**config.mk**
```make
export PLATFORM = sky130hd
export DESIGN_NAME = serial_port
export DESIGN_NICKNAME = d
export VERILOG_FILES = /design/src/pkg/serial_port_pkg.sv /design/src/core/serial_port.sv
export SDC_FILE = /design/constraint.sdc
export NUM_CORES = 1
export LEC_CHECK = 0
export ABC_CLOCK_PERIOD_IN_PS = 5400
export BUFFER_PORTS_ARGS = -buffer_cell sky130_fd_sc_hd__buf_2
export CAP_MARGIN = 30
export CORE_ASPECT_RATIO = 0.7
export CORE_MARGIN = 1
export CORE_UTILIZATION = 57
export DETAILED_ROUTE_END_ITERATION = 6
export PLACE_DENSITY = 0.86
export RECOVER_POWER = 100
export SETUP_SLACK_MARGIN = 0.15
export SYNTH_ARGS = -nofsm -noshare
export SYNTH_HDL_FRONTEND = slang
export SYNTH_SLANG_ARGS = --single-unit
```
**constraint.sdc**
```tcl
create_clock -name CORE_CLK -period 5.4 [get_ports CORE_CLK]
set_clock_uncertainty 0.2 [all_clocks]
set_input_delay 0.27 -clock CORE_CLK [delete_from_list [all_inputs] [get_ports CORE_CLK]]
set_output_delay 0.27 -clock CORE_CLK [all_outputs]
set_load 0.01 [all_outputs]
```
**src/pkg/serial_port_pkg.sv**
```systemverilog
// Register map, field positions and reset values of the serial master/slave port.
// Assumes a 32-bit AXI4-Lite register bus; printed offsets are word indices.
package serial_port_pkg;
   // Printed offsets are not multiples of four: they are indices, address is four times
   localparam logic [7:0]  DATA_INDEX      = 8'h31;
   localparam logic [7:0]  CTRL_INDEX      = 8'h32;
   localparam logic [7:0]  STATUS_INDEX    = 8'h33;
   localparam logic [11:0] DATA_ADDR       = {2'b00, DATA_INDEX, 2'b00};
   localparam logic [11:0] CTRL_ADDR       = {2'b00, CTRL_INDEX, 2'b00};
   localparam logic [11:0] STATUS_ADDR     = {2'b00, STATUS_INDEX, 2'b00};
   // Control fields
   localparam int CTRL_IRQ_EN     = 7;
   localparam int CTRL_PERIPH_EN  = 6;
   localparam int CTRL_DIV_EN     = 5;
   localparam int CTRL_MASTER     = 4;
   localparam int CTRL_POLARITY   = 3;
   localparam int CTRL_PHASE      = 2;
   localparam int CTRL_RATE_HI    = 1;
   localparam int CTRL_RATE_LO    = 0;
   // Status fields
   localparam int STAT_DONE       = 7;
   localparam int STAT_COLLISION  = 6;
   localparam int STAT_OVERRUN    = 5;
   localparam int STAT_MODE_FAULT = 4;
   localparam int STAT_OUT_DIS    = 2;
   localparam int STAT_SOFT_MGMT  = 1;
   localparam int STAT_SOFT_LEVEL = 0;
   localparam logic [7:0] CTRL_RESET   = 8'h00;
   localparam logic [7:0] STATUS_RESET = 8'h00;
   localparam logic [7:0] DATA_RESET   = 8'h00;
   localparam int BITS_PER_BYTE = 8;
   localparam logic [1:0] AXI_OKAY   = 2'b00;
   localparam logic [1:0] AXI_SLVERR = 2'b10;
endpackage : serial_port_pkg

```
**src/core/serial_port.sv**
```systemverilog
// Byte-wide serial master/slave port with three registers on AXI4-Lite.
// Assumes serial pins are synchronous to CORE_CLK and the far device obeys the settings.
//
// Overview of operation
// - Enabled done, fault, overrun flags raise interrupt
// - Enable bit gates pins; cleared on fault
// - Master bit drives clock; cleared on fault
// - Polarity bit sets clock idle level
// - Phase bit picks first or second edge
// - Three rate bits divide clock 4 to 128
// - Rate bits ignored in slave mode
// - Control upper bits reset to zero
// - Done flag set per byte, cleared by sequence
// - Data writes ignored while done, until status read or written
// - Write during transfer sets collision, discarded
// - Overrun set when byte arrives while done
// - Fault on select low as master; sequence clears
// - Output disable stops serial data output
// - Software select replaces pin when managed
// - Received byte copied to buffer; reads buffer
// - Data write loads shifter; master starts
// - Both ends share polarity and phase
// - Collision flag raises no interrupt
// - Fault blocks setting enable and master bits
// - Overrun keeps first byte, later bytes lost
//
// Added by the designer: the AXI4-Lite register port.
module serial_port (
   input  wire logic        CORE_CLK,
   input  wire logic        RST_B,
   input  wire logic [11:0] S_AXI_AWADDR,
   input  wire logic        S_AXI_AWVALID,
   output logic             S_AXI_AWREADY,
   input  wire logic [31:0] S_AXI_WDATA,
   input  wire logic [3:0]  S_AXI_WSTRB,
   input  wire logic        S_AXI_WVALID,
   output logic             S_AXI_WREADY,
   output logic [1:0]       S_AXI_BRESP,
   output logic             S_AXI_BVALID,
   input  wire logic        S_AXI_BREADY,
   input  wire logic [11:0] S_AXI_ARADDR,
   input  wire logic        S_AXI_ARVALID,
   output logic             S_AXI_ARREADY,
   output logic [31:0]      S_AXI_RDATA,
   output logic [1:0]       S_AXI_RRESP,
   output logic             S_AXI_RVALID,
   input  wire logic        S_AXI_RREADY,
   input  wire logic        SCK_I,
   output logic             SCK_O,
   output logic             SCK_OE_N,
   input  wire logic        MOSI_I,
   output logic             MOSI_O,
   output logic             MOSI_OE_N,
   input  wire logic        MISO_I,
   output logic             MISO_O,
   output logic             MISO_OE_N,
   input  wire logic        SS_N_I,
   output logic             PINS_ALT_EN,
   output logic             SS_PIN_ALT_EN,
   output logic             IRQ
);
   typedef enum logic [1:0] {IDLE, RUN} xfer_e;

   logic [7:0]  ctrl_reg;
   logic        done_reg, coll_reg, ovr_reg, fault_reg;
   logic        out_dis_reg, soft_mgmt_reg, soft_level_reg;
   logic        done_armed_reg, fault_armed_reg, coll_armed_reg;
   logic [7:0]  shift_reg, rx_buf_reg;
   logic        in_reg;
   xfer_e       state_reg;
   logic [3:0]  edge_cnt_reg;
   logic [6:0]  div_cnt_reg;
   logic        sck_reg;
   logic        sck_in_prev_reg;
   logic        ss_in_prev_reg;

   // AXI write and read channel holding registers
   logic        aw_held_reg, w_held_reg;
   logic [11:0] awaddr_reg;
   logic [31:0] wdata_reg;
   logic [3:0]  wstrb_reg;
   logic        bvalid_reg;
   logic [1:0]  bresp_reg;
   logic        rvalid_reg;
   logic [1:0]  rresp_reg;
   logic [31:0] rdata_reg;

   logic master, enabled, sel_n, fault_event;
   logic wr_fire, rd_fire, wr_data, wr_ctrl, wr_stat, rd_data, rd_stat;
   logic data_load, byte_end, sample_edge, shift_edge, master_tick;
   logic [6:0] half_period;
   logic [7:0] status_view;

   function automatic logic [6:0] half_div(input logic [2:0] rate);
      unique case (rate)
         3'b100:  half_div = 7'd1;
         3'b000:  half_div = 7'd3;
         3'b001:  half_div = 7'd7;
         3'b110:  half_div = 7'd15;
         3'b010:  half_div = 7'd31;
         3'b011:  half_div = 7'd63;
         default: half_div = 7'd63;
      endcase
   endfunction : half_div

   assign master  = ctrl_reg[serial_port_pkg::CTRL_MASTER];
   assign enabled = ctrl_reg[serial_port_pkg::CTRL_PERIPH_EN];
   assign sel_n   = soft_mgmt_reg ? soft_level_reg : SS_N_I;
   assign fault_event = master && enabled && !sel_n;

   assign status_view = {done_reg, coll_reg, ovr_reg, fault_reg, 1'b0,
                         out_dis_reg, soft_mgmt_reg, soft_level_reg};

   // AXI slave: accept address and data in either order, answer after both
   assign S_AXI_AWREADY = !aw_held_reg && !bvalid_reg;
   assign S_AXI_WREADY  = !w_held_reg && !bvalid_reg;
   assign S_AXI_ARREADY = !rvalid_reg;
   assign S_AXI_BVALID  = bvalid_reg;
   assign S_AXI_BRESP   = bresp_reg;
   assign S_AXI_RVALID  = rvalid_reg;
   assign S_AXI_RRESP   = rresp_reg;
   assign S_AXI_RDATA   = rdata_reg;

   assign wr_fire = aw_held_reg && w_held_reg && !bvalid_reg;
   assign wr_data = wr_fire && wstrb_reg[0] && awaddr_reg == serial_port_pkg::DATA_ADDR;
   assign wr_ctrl = wr_fire && wstrb_reg[0] && awaddr_reg == serial_port_pkg::CTRL_ADDR;
   assign wr_stat = wr_fire && wstrb_reg[0] && awaddr_reg == serial_port_pkg::STATUS_ADDR;
   assign rd_fire = S_AXI_ARVALID && !rvalid_reg;
   assign rd_data = rd_fire && S_AXI_ARADDR == serial_port_pkg::DATA_ADDR;
   assign rd_stat = rd_fire && S_AXI_ARADDR == serial_port_pkg::STATUS_ADDR;

   always_ff @(posedge CORE_CLK or negedge RST_B) begin
      if (!RST_B) begin
         aw_held_reg <= 1'b0;
         w_held_reg  <= 1'b0;
         awaddr_reg  <= 12'h000;
         wdata_reg   <= 32'h0000_0000;
         wstrb_reg   <= 4'h0;
         bvalid_reg  <= 1'b0;
         bresp_reg   <= serial_port_pkg::AXI_OKAY;
      end else begin
         if (S_AXI_AWVALID && S_AXI_AWREADY) begin
            aw_held_reg <= 1'b1;
            awaddr_reg  <= S_AXI_AWADDR;
         end
         if (S_AXI_WVALID && S_AXI_WREADY) begin
            w_held_reg <= 1'b1;
            wdata_reg  <= S_AXI_WDATA;
            wstrb_reg  <= S_AXI_WSTRB;
         end
         if (wr_fire) begin
            aw_held_reg <= 1'b0;
            w_held_reg  <= 1'b0;
            bvalid_reg  <= 1'b1;
            bresp_reg   <= (awaddr_reg == serial_port_pkg::DATA_ADDR ||
                            awaddr_reg == serial_port_pkg::CTRL_ADDR ||
                            awaddr_reg == serial_port_pkg::STATUS_ADDR)
                           ? serial_port_pkg::AXI_OKAY : serial_port_pkg::AXI_SLVERR;
         end else if (bvalid_reg && S_AXI_BREADY) begin
            bvalid_reg <= 1'b0;
         end
      end
   end

   always_ff @(posedge CORE_CLK or negedge RST_B) begin
      if (!RST_B) begin
         rvalid_reg <= 1'b0;
         rresp_reg  <= serial_port_pkg::AXI_OKAY;
         rdata_reg  <= 32'h0000_0000;
      end else if (rd_fire) begin
         rvalid_reg <= 1'b1;
         rresp_reg  <= serial_port_pkg::AXI_OKAY;
         unique case (S_AXI_ARADDR)
            serial_port_pkg::DATA_ADDR:   rdata_reg <= {24'h00_0000, rx_buf_reg};
            serial_port_pkg::CTRL_ADDR:   rdata_reg <= {24'h00_0000, ctrl_reg};
            serial_port_pkg::STATUS_ADDR: rdata_reg <= {24'h00_0000, status_view};
            default: begin
               rdata_reg <= 32'h0000_0000;
               rresp_reg <= serial_port_pkg::AXI_SLVERR;
            end
         endcase
      end else if (rvalid_reg && S_AXI_RREADY) begin
         rvalid_reg <= 1'b0;
      end
   end

   // Control register; low bits reset to zero where hardware leaves them open
   always_ff @(posedge CORE_CLK or negedge RST_B) begin
      if (!RST_B) begin
         ctrl_reg <= serial_port_pkg::CTRL_RESET;
      end else if (fault_event) begin
         ctrl_reg[serial_port_pkg::CTRL_PERIPH_EN] <= 1'b0;
         ctrl_reg[serial_port_pkg::CTRL_MASTER]    <= 1'b0;
      end else if (wr_ctrl) begin
         ctrl_reg <= wdata_reg[7:0];
         // Setting enable or master only allowed outside a fault or in its clearing write
         if (fault_reg && !fault_armed_reg) begin
            ctrl_reg[serial_port_pkg::CTRL_PERIPH_EN] <= 1'b0;
            ctrl_reg[serial_port_pkg::CTRL_MASTER]    <= 1'b0;
         end
      end
   end

   always_ff @(posedge CORE_CLK or negedge RST_B) begin
      if (!RST_B) begin
         out_dis_reg    <= 1'b0;
         soft_mgmt_reg  <= 1'b0;
         soft_level_reg <= 1'b0;
      end else if (wr_stat) begin
         out_dis_reg    <= wdata_reg[serial_port_pkg::STAT_OUT_DIS];
         soft_mgmt_reg  <= wdata_reg[serial_port_pkg::STAT_SOFT_MGMT];
         soft_level_reg <= wdata_reg[serial_port_pkg::STAT_SOFT_LEVEL];
      end
   end

   // A status access arms the clearing sequences; status read or write both count
   always_ff @(posedge CORE_CLK or negedge RST_B) begin
      if (!RST_B) begin
         done_armed_reg  <= 1'b0;
         fault_armed_reg <= 1'b0;
         coll_armed_reg  <= 1'b0;
      end else begin
         if (rd_stat || wr_stat) begin
            done_armed_reg  <= done_reg;
            fault_armed_reg <= fault_reg;
            coll_armed_reg  <= coll_reg;
         end else begin
            if (wr_data || rd_data) begin
               done_armed_reg <= 1'b0;
               coll_armed_reg <= 1'b0;
            end
            if (wr_ctrl) begin
               fault_armed_reg <= 1'b0;
            end
         end
      end
   end

   // Data writes: refused while done is set and status not yet read or written
   assign data_load = wr_data && !(done_reg && !done_armed_reg) && state_reg == IDLE;

   // Serial engine
   assign half_period = half_div({ctrl_reg[serial_port_pkg::CTRL_DIV_EN],
                                  ctrl_reg[serial_port_pkg::CTRL_RATE_HI],
                                  ctrl_reg[serial_port_pkg::CTRL_RATE_LO]});
   assign master_tick = master && state_reg == RUN && div_cnt_reg == half_period;
   // Edge index counts clock transitions inside a byte: 0 is the first
   logic slave_edge;
   assign slave_edge  = !master && enabled && !sel_n && state_reg == RUN &&
                        (SCK_I != sck_in_prev_reg);
   logic any_edge;
   assign any_edge    = master_tick || slave_edge;
   assign sample_edge = any_edge &&
                        (edge_cnt_reg[0] == ctrl_reg[serial_port_pkg::CTRL_PHASE]);
   // First edge of a phase-one byte only launches the preloaded top bit; shifting there loses it
   assign shift_edge  = any_edge && !sample_edge && edge_cnt_reg != 4'd0;
   assign byte_end    = any_edge && edge_cnt_reg == 4'd15;

   always_ff @(posedge CORE_CLK or negedge RST_B) begin
      if (!RST_B) begin
         sck_in_prev_reg <= 1'b0;
         ss_in_prev_reg  <= 1'b1;
      end else begin
         sck_in_prev_reg <= SCK_I;
         ss_in_prev_reg  <= sel_n;
      end
   end

   always_ff @(posedge CORE_CLK or negedge RST_B) begin
      if (!RST_B) begin
         state_reg    <= IDLE;
         edge_cnt_reg <= 4'd0;
         div_cnt_reg  <= 7'd0;
         sck_reg      <= 1'b0;
         shift_reg    <= serial_port_pkg::DATA_RESET;
         in_reg       <= 1'b0;
      end else begin
         unique case (state_reg)
            IDLE: begin
               sck_reg      <= ctrl_reg[serial_port_pkg::CTRL_POLARITY];
               edge_cnt_reg <= 4'd0;
               div_cnt_reg  <= 7'd0;
               if (data_load) begin
                  shift_reg <= wdata_reg[7:0];
                  // Master starts at once; slave waits for selection and clock
                  if (master && enabled) begin
                     state_reg <= RUN;
                  end
               end else if (!master && enabled && !sel_n && ss_in_prev_reg) begin
                  state_reg <= RUN;
               end else if (!master && enabled && !sel_n &&
                            !ctrl_reg[serial_port_pkg::CTRL_PHASE] &&
                            SCK_I != sck_in_prev_reg) begin
                  state_reg <= RUN;
               end
            end
            RUN: begin
               if (!enabled || (!master && sel_n)) begin
                  state_reg <= IDLE;
               end else begin
                  if (master) begin
                     div_cnt_reg <= master_tick ? 7'd0 : div_cnt_reg + 7'd1;
                     if (master_tick) begin
                        sck_reg <= !sck_reg;
                     end
                  end
                  if (any_edge) begin
                     edge_cnt_reg <= edge_cnt_reg + 4'd1;
                  end
                  if (sample_edge) begin
                     in_reg <= master ? MISO_I : MOSI_I;
                  end
                  // Shift in the captured bit, MSB first
                  if (shift_edge || byte_end) begin
                     shift_reg <= {shift_reg[6:0], sample_edge ? (master ? MISO_I : MOSI_I)
                                                               : in_reg};
                  end
                  if (byte_end) begin
                     state_reg <= IDLE;
                  end
               end
            end
         endcase
      end
   end

   // Last bit lands in the buffer the same cycle done rises
   logic [7:0] rx_byte;
   assign rx_byte = {shift_reg[6:0], ctrl_reg[serial_port_pkg::CTRL_PHASE] ?
                     (master ? MISO_I : MOSI_I) : in_reg};

   always_ff @(posedge CORE_CLK or negedge RST_B) begin
      if (!RST_B) begin
         rx_buf_reg <= serial_port_pkg::DATA_RESET;
      end else if (byte_end && !done_reg) begin
         rx_buf_reg <= rx_byte;
      end
   end

   // Flags: a hardware set wins over a software clear in the same cycle
   always_ff @(posedge CORE_CLK or negedge RST_B) begin
      if (!RST_B) begin
         done_reg  <= 1'b0;
         coll_reg  <= 1'b0;
         ovr_reg   <= 1'b0;
         fault_reg <= 1'b0;
      end else begin
         if (byte_end) begin
            done_reg <= 1'b1;
         end else if (done_armed_reg && (wr_data || rd_data)) begin
            done_reg <= 1'b0;
         end
         if (wr_data && state_reg == RUN) begin
            coll_reg <= 1'b1;
         end else if (coll_armed_reg && (wr_data || rd_data)) begin
            coll_reg <= 1'b0;
         end
         if (byte_end && done_reg) begin
            ovr_reg <= 1'b1;
         end else if (rd_stat) begin
            ovr_reg <= 1'b0;
         end
         if (fault_event) begin
            fault_reg <= 1'b1;
         end else if (fault_armed_reg && wr_ctrl) begin
            fault_reg <= 1'b0;
         end
      end
   end

   // Pins
   logic data_out_on;
   assign data_out_on   = enabled && !out_dis_reg;
   assign PINS_ALT_EN   = enabled;
   assign SS_PIN_ALT_EN = enabled && !soft_mgmt_reg;
   assign SCK_O         = sck_reg;
   assign SCK_OE_N      = !(enabled && master);
   assign MOSI_O        = shift_reg[7];
   assign MOSI_OE_N     = !(data_out_on && master);
   assign MISO_O        = shift_reg[7];
   assign MISO_OE_N     = !(data_out_on && !master && !sel_n);
   // Collision flag deliberately left out of the request
   assign IRQ = ctrl_reg[serial_port_pkg::CTRL_IRQ_EN] &&
                (done_reg || fault_reg || ovr_reg);
endmodule : serial_port

```
# [Yosys cells after proc, flatten, opt, wreduce, memory -nomap -nowiden]
# Index checks and enable logic that the tools add are counted.
[totals] output_inout_bits=50 wordCells=212 input_bits=71 reg_bits=112 memories=0 latch_bits=0 rom_bits=0 ramBits=0
[op_classes] eq_ne=24 muxes=56 n_div=0 reduce_logical=97 add_sub_neg=2 multipliers=0 n_lt_le_gt_ge=0 shifts=0 bitwise_logic=2
[op_table] cell="$eq 12x8->1 const B" count=6
[op_table] cell="$logic_and 1x1->1" count=47
[op_table] cell="$mux 1" count=32
[op_table] cell="$pmux 6 s5" count=1
[op_table] cell="$mux 7" count=4
[op_table] cell="$mux 8" count=3
[op_table] cell="$pmux 8 s3" count=1
[op_table] cell="$reduce_bool 2->1" count=11
[op_table] cell="$logic_not 1->1" count=19
[op_table] cell="$mux 2" count=8
[op_table] cell="$pmux 8 s2" count=1
[op_table] cell="$pmux 7 s2" count=1
[op_table] cell="$ne 2x2->1 const B" count=5
[op_table] cell="$logic_or 1x1->1" count=9
[op_table] cell="$reduce_and 3->1" count=3
[op_table] cell="$mux 4" count=2
[op_table] cell="$pmux 4 s2" count=1
[op_table] cell="$reduce_and 2->1" count=4
[op_table] cell="$add 7x1->7 const B" count=1
[op_table] cell="$eq 7x7->1" count=1
[op_table] cell="$eq 3x3->1 const B" count=2
[op_table] cell="$ne 3x2->1 const B" count=2
[op_table] cell="$add 4x1->4 const B" count=1
[op_table] cell="$eq 4x4->1 const B" count=1
[op_table] cell="other kinds (14)" count=15

# [Longest topological paths before layout]
[depth] word_depth=14 depth_mapped=8 depth_no_buf=7

# [Least setup slack after synthesis]
# No wires, ideal clock.
[synth_timing] kind="register to register" startpoint="register div_cnt_reg[3]" endpoint="register shift_reg[7]" setup_slack_ns=2.915 arrival_time_ns=2.160 t_required_ns=5.075 path_stages_with_launch=8 period_less_slack_ns=2.485 setup_ns=0.125 n_path_buf=1 cell_sequence="dfrtp_1 -> buf_6 -> or4_4 -> a21boi_2 -> o311ai_2 -> a221o_1 -> o21ai_4 -> mux2_4"
[synth_between] elab_chain_cells=10 elab_cells_between_ends=11 cone_classes="eq/ne: 2; reduce/logical: 9"
[synth_lines] element="start, declared" line_no="serial_port.sv:72" source="logic [6:0] div_cnt_reg;"
[synth_lines] element="start signal, assigned" line_no="serial_port.sv:302" source="div_cnt_reg <= master_tick ? 7'd0 : div_cnt_reg + 7'd1;"
[synth_lines] element="$eq 7x7->1 *" line_no="serial_port.sv:246" source="assign master_tick = master && state_reg == RUN && div_cnt_reg == half_period;"
[synth_lines] element="$logic_and 1x1->1 *" line_no="serial_port.sv:246"
[synth_lines] element="$logic_or 1x1->1 *" line_no="serial_port.sv:252" source="assign any_edge = master_tick || slave_edge;"
[synth_lines] element="$logic_and 1x1->1" line_no="serial_port.sv:253" source="assign sample_edge = any_edge &&"
[synth_lines] element="$logic_not 1->1" line_no="serial_port.sv:256" source="assign shift_edge = any_edge && !sample_edge && edge_cnt_reg != 4'd0;"
[synth_lines] element="$logic_and 1x1->1 (2 in series)" line_no="serial_port.sv:256"
[synth_lines] element="$logic_or 1x1->1 *" line_no="serial_port.sv:314" source="if (shift_edge || byte_end) begin"
[synth_lines] element="$ne 2x1->1 (no source line) *"
[synth_lines] element="$reduce_and 3->1 (no source line) *"
[synth_lines] element="end signal, assigned" line_no="serial_port.sv:275" source="shift_reg <= serial_port_pkg::DATA_RESET;"
[synth_lines] element="end signal, assigned" line_no="serial_port.sv:284" source="shift_reg <= wdata_reg[7:0];"
[synth_lines] element="end signal, assigned" line_no="serial_port.sv:315" source="shift_reg <= {shift_reg[6:0], sample_edge ? (master ? MISO_I : MOSI_I)"
[synth_lines] element="end, declared" line_no="serial_port.sv:68" source="logic [7:0] shift_reg, rx_buf_reg;"
# Every way passes the cells marked *; elsewhere a longest branch is shown, timed or not.
# A chain may end at the register's enable or synchronous reset.

# [Worst setup path after layout]
[layout_timing] startpoint="register awaddr_reg[1]" endpoint="register shift_reg[1]"
[layout_between] elab_chain_cells=6
[layout_lines] element="start, declared" line_no="serial_port.sv:79" source="logic [11:0] awaddr_reg;"
[layout_lines] element="start signal, assigned" line_no="serial_port.sv:136" source="awaddr_reg <= 12'h000;"
[layout_lines] element="start signal, assigned" line_no="serial_port.sv:144" source="awaddr_reg <= S_AXI_AWADDR;"
[layout_lines] element="$eq 12x8->1" line_no="serial_port.sv:125" source="assign wr_data = wr_fire && wstrb_reg[0] && awaddr_reg == serial_port_pkg::DATA_ADDR;"
[layout_lines] element="$logic_and 1x1->1" line_no="serial_port.sv:125"
[layout_lines] element="$logic_and 1x1->1 (2 in series)" line_no="serial_port.sv:240" source="assign data_load = wr_data && !(done_reg && !done_armed_reg) && state_reg == IDLE;"
[layout_lines] element="$ne 2x2->1 (no source line)"
[layout_lines] element="$reduce_and 3->1 (no source line)"
# No other way between the ends.

==> flow_metrics.tcl <==
set metrics [dict create \
    status "finished, violations left" \
    antenna-diode-count 0 \
    synth_top_area_cell "dfrtp_1" \
    synth_top_cell_area_share_pct 48.1 \
    cts_setup_buffers 0 \
    rsz0062_at_grt "false" \
    avgRoutedWirePerCell_um 15.9 \
    antenna_found_initial 0 \
    largest_reg_flops 12 \
    fill_cells 550 \
    critPathMaxFanout 8 \
    ios 121 \
    yosysMostFrequentCell "dfrtp_1" \
    dpl.hpwl_um 6530 \
    whs_ns 0.0813 \
    cts_root_buf "clkbuf_8" \
    netlist_top_cells_area "dfrtp_1 48%, mux2_2 12%, buf_4 4.8%" \
    clock_sinks 85 \
    final_max_slew_viol_count 31 \
    tns_ns 0 \
    globalplace.congestion 0.821 \
    vdd_drop_max_mv 0.225 \
    min_path_type "input port to register" \
    power.share.combinational_pct 19.2 \
    synth_commonest_cells "84 x dfrtp_1, 47 x mux2_2, 28 x buf_4, 25 x nand2_1, 20 x o21ai_0" \
    hold_viol_final 0 \
    critical_path_required_ns 5.45 \
    die_h_um 75.3 \
    drt_iter0_drc 144 \
    die-area_um2 8030 \
    dp_cells 533 \
    crit_type "register to register" \
    cts_tree "yes" \
    min_to "ss_in_prev_reg$_DFF_PN1_" \
    layout-drive-gt1-share_pct 23.8 \
    synthArstFlopShare_pct 100 \
    synth_area_um2 4370 \
    end_kind "register" \
    nNetsFinal 545 \
    io_buffers 67 \
    yosysSeqAreaShare_pct 48.7 \
    pwr-share-clk_pct 29.4 \
    syn_to_final_growth_pct 15.9 \
    total_power_mw 1.66 \
    tightest_slew_ns 1.72 \
    drc 0 \
    rrSetupSlack_ns 1.58 \
    cts-htree-levels 3 \
    core_area_um2 7350 \
    final_cells 573 \
    ys.flop_type "dfrtp_1" \
    dr_total_vias 3197 \
    power_frac_seq_pct 51.4 \
    swShare_pct 29.0 \
    slew_headroom_pct -14.9 \
    worstHoldStart "SS_N_I" \
    p_per_area_nw_per_um2 327 \
    avgSynthCellArea_um2 11.4 \
    ys_ff_latch 85 \
    fin_crit_sh_pct 70.8 \
    violations "capacitance limit, slew limit" \
    die_w_um 107 \
    wl_um 9120 \
    p_switching_mw 0.481 \
    track_usage_pct 25.0 \
    p_leak_nw 2.31 \
    syn_inst 382 \
    maxCapViolCount 1 \
    cts_buffers 9 \
    grt_max_degree 56 \
    p_int_mw 1.18 \
    grt_pass1_wl_um 15000 \
    insertion_delay_ns 0.36 \
    synth_cell_types 60 \
    firstDrtPassIters 5 \
    critPathLaunchType "register" \
    grt.overflow.total 0 \
    post-route-min-period_ns 3.82 \
    cts.clk_slew.worst_paths_ns 0.09 \
    std_cell_rows 26 \
    synth_edf_count 0 \
    reg2reg_from "awaddr_reg[1]$_DFFE_PN0P_" \
    ff2ff_path_depth 6 \
    vias_per_cell 5.58 \
    max_freq_mhz 262 \
    whs_path_depth 3 \
    initial_core_util_pct 59.5 \
    yosys_warnings 0 \
    ant_nets 0 \
    r2r-end "shift_reg[1]$_DFFE_PN0P_" \
    setup_viol 0 \
    cp.arrival_ns 3.87 \
    cts_buffer_depth 2 \
    grt_pass1_vias 3027 \
]
-- power groups by stage --
| stage | sequential, mW | combinational (mW) | clock, mW |
|---|---|---|---|
| after floorplan | 0.814 | 0.248 | 0 |
| final | 0.852 | 0.318 | 0.487 |
| after detailed placement | 0.859 | 0.310 | 0 |
| after global routing | 0.869 | 0.351 | 0.523 |
| after global placement | 0.853 | 0.291 | 0 |
| after CTS | 0.846 | 0.325 | 0.494 |
-- worst max path at each step --
stage / end / cells past startpoint / start
floorplan: shift_reg[7]$_DFFE_PN0P_ / 7 / div_cnt_reg[3]$_DFFE_PN0P_
CTS: rx_buf_reg[3]$_DFFE_PN0P_ / 6 / state_reg[0]$_DFFE_PN0P_
finish: shift_reg[1]$_DFFE_PN0P_ / 6 / awaddr_reg[1]$_DFFE_PN0P_
detailed placement: rx_buf_reg[5]$_DFFE_PN0P_ / 6 / state_reg[0]$_DFFE_PN0P_
global route: shift_reg[4]$_DFFE_PN0P_ / 6 / awaddr_reg[1]$_DFFE_PN0P_
global placement: rx_buf_reg[6]$_DFFE_PN0P_ / 6 / state_reg[0]$_DFFE_PN0P_
-- repair_timing --
| item | 4_1_cts | 5_1_grt |
|---|---|---|
| hold endpoints to repair | 54 | 0 |
| hold buffers | 25 | 0 |
| gates resized for setup | 0 | 0 |
-- cells by family after synthesis --
group / count (synthesis) / synth area share, %
multiplexers: 66 / 18.1
AND/OR/NAND/NOR: 94 / 12.1
adder cells (fa/ha/maj): 3 / 0.859
buffers and inverters: 53 / 7.15
AO/OA/AOI/OAI: 73 / 11.6
XOR/XNOR: 7 / 1.40
flip-flops: 85 / 48.7
other: 1 / 0.0858
-- stage by stage --
step | worst slack, ns | area [um^2] | util [%]
global route | 1.36 | 5070 | 68.9
floorplan | 2.92 | 4470 | -
global placement | 2.46 | 4670 | 63.5
detailed placement | 2.42 | 4690 | 63.8
finish | 1.58 | 5070 | 68.9
CTS | 2.41 | 5160 | 70.1
-- per-layer routing --
layer	GRT usage, %	wire (um)
met1	35.2	4310
met2	38.9	4030
met3	5.45	630
met4	8.52	139
met5	0	0
-- worst max-delay path, stage by stage, from the launching register on --
cell and delay (ns):
dfrtp_1 0.39, nor4_1 0.53, nand4_1 0.25, nor3b_1 0.44, o21ai_0 0.35, o21ai_0 1.18
mux2_4 0.35
-- cell type report --
| class | instances | area, um^2 | share of cell area (%) |
|---|---|---|---|
| clock buffer | 10 | 128 | 2.52 |
| clock inverter | 5 | 85.1 | 1.68 |
| inverter | 12 | 45.0 | 0.889 |
| multi-input combinational | 269 | 1970 | 39.0 |
| sequential | 85 | 2130 | 42.0 |
| tap | 98 | 123 | 2.42 |
| timing repair buffer | 94 | 584 | 11.5 |
-- cell usage in the layout, fill, tap and decap left out, types with 5 or more instances in the layout --
master / instances
a21o_1: 5
a21oi_1: 9
a22oi_1: 9
and2_0: 6
buf_2: 41
clkbuf_1: 28
clkbuf_8: 9
conb_1: 26
dfrtp_1: 84
dlygate4sd3_1: 25
inv_1: 12
mux2_1: 9
mux2_2: 46
mux2_4: 7
nand2_1: 25
nand2b_1: 5
nand3_1: 12
nor2_1: 8
nor2b_1: 7
o21ai_0: 24
Power figures use the tool's default switching activity.
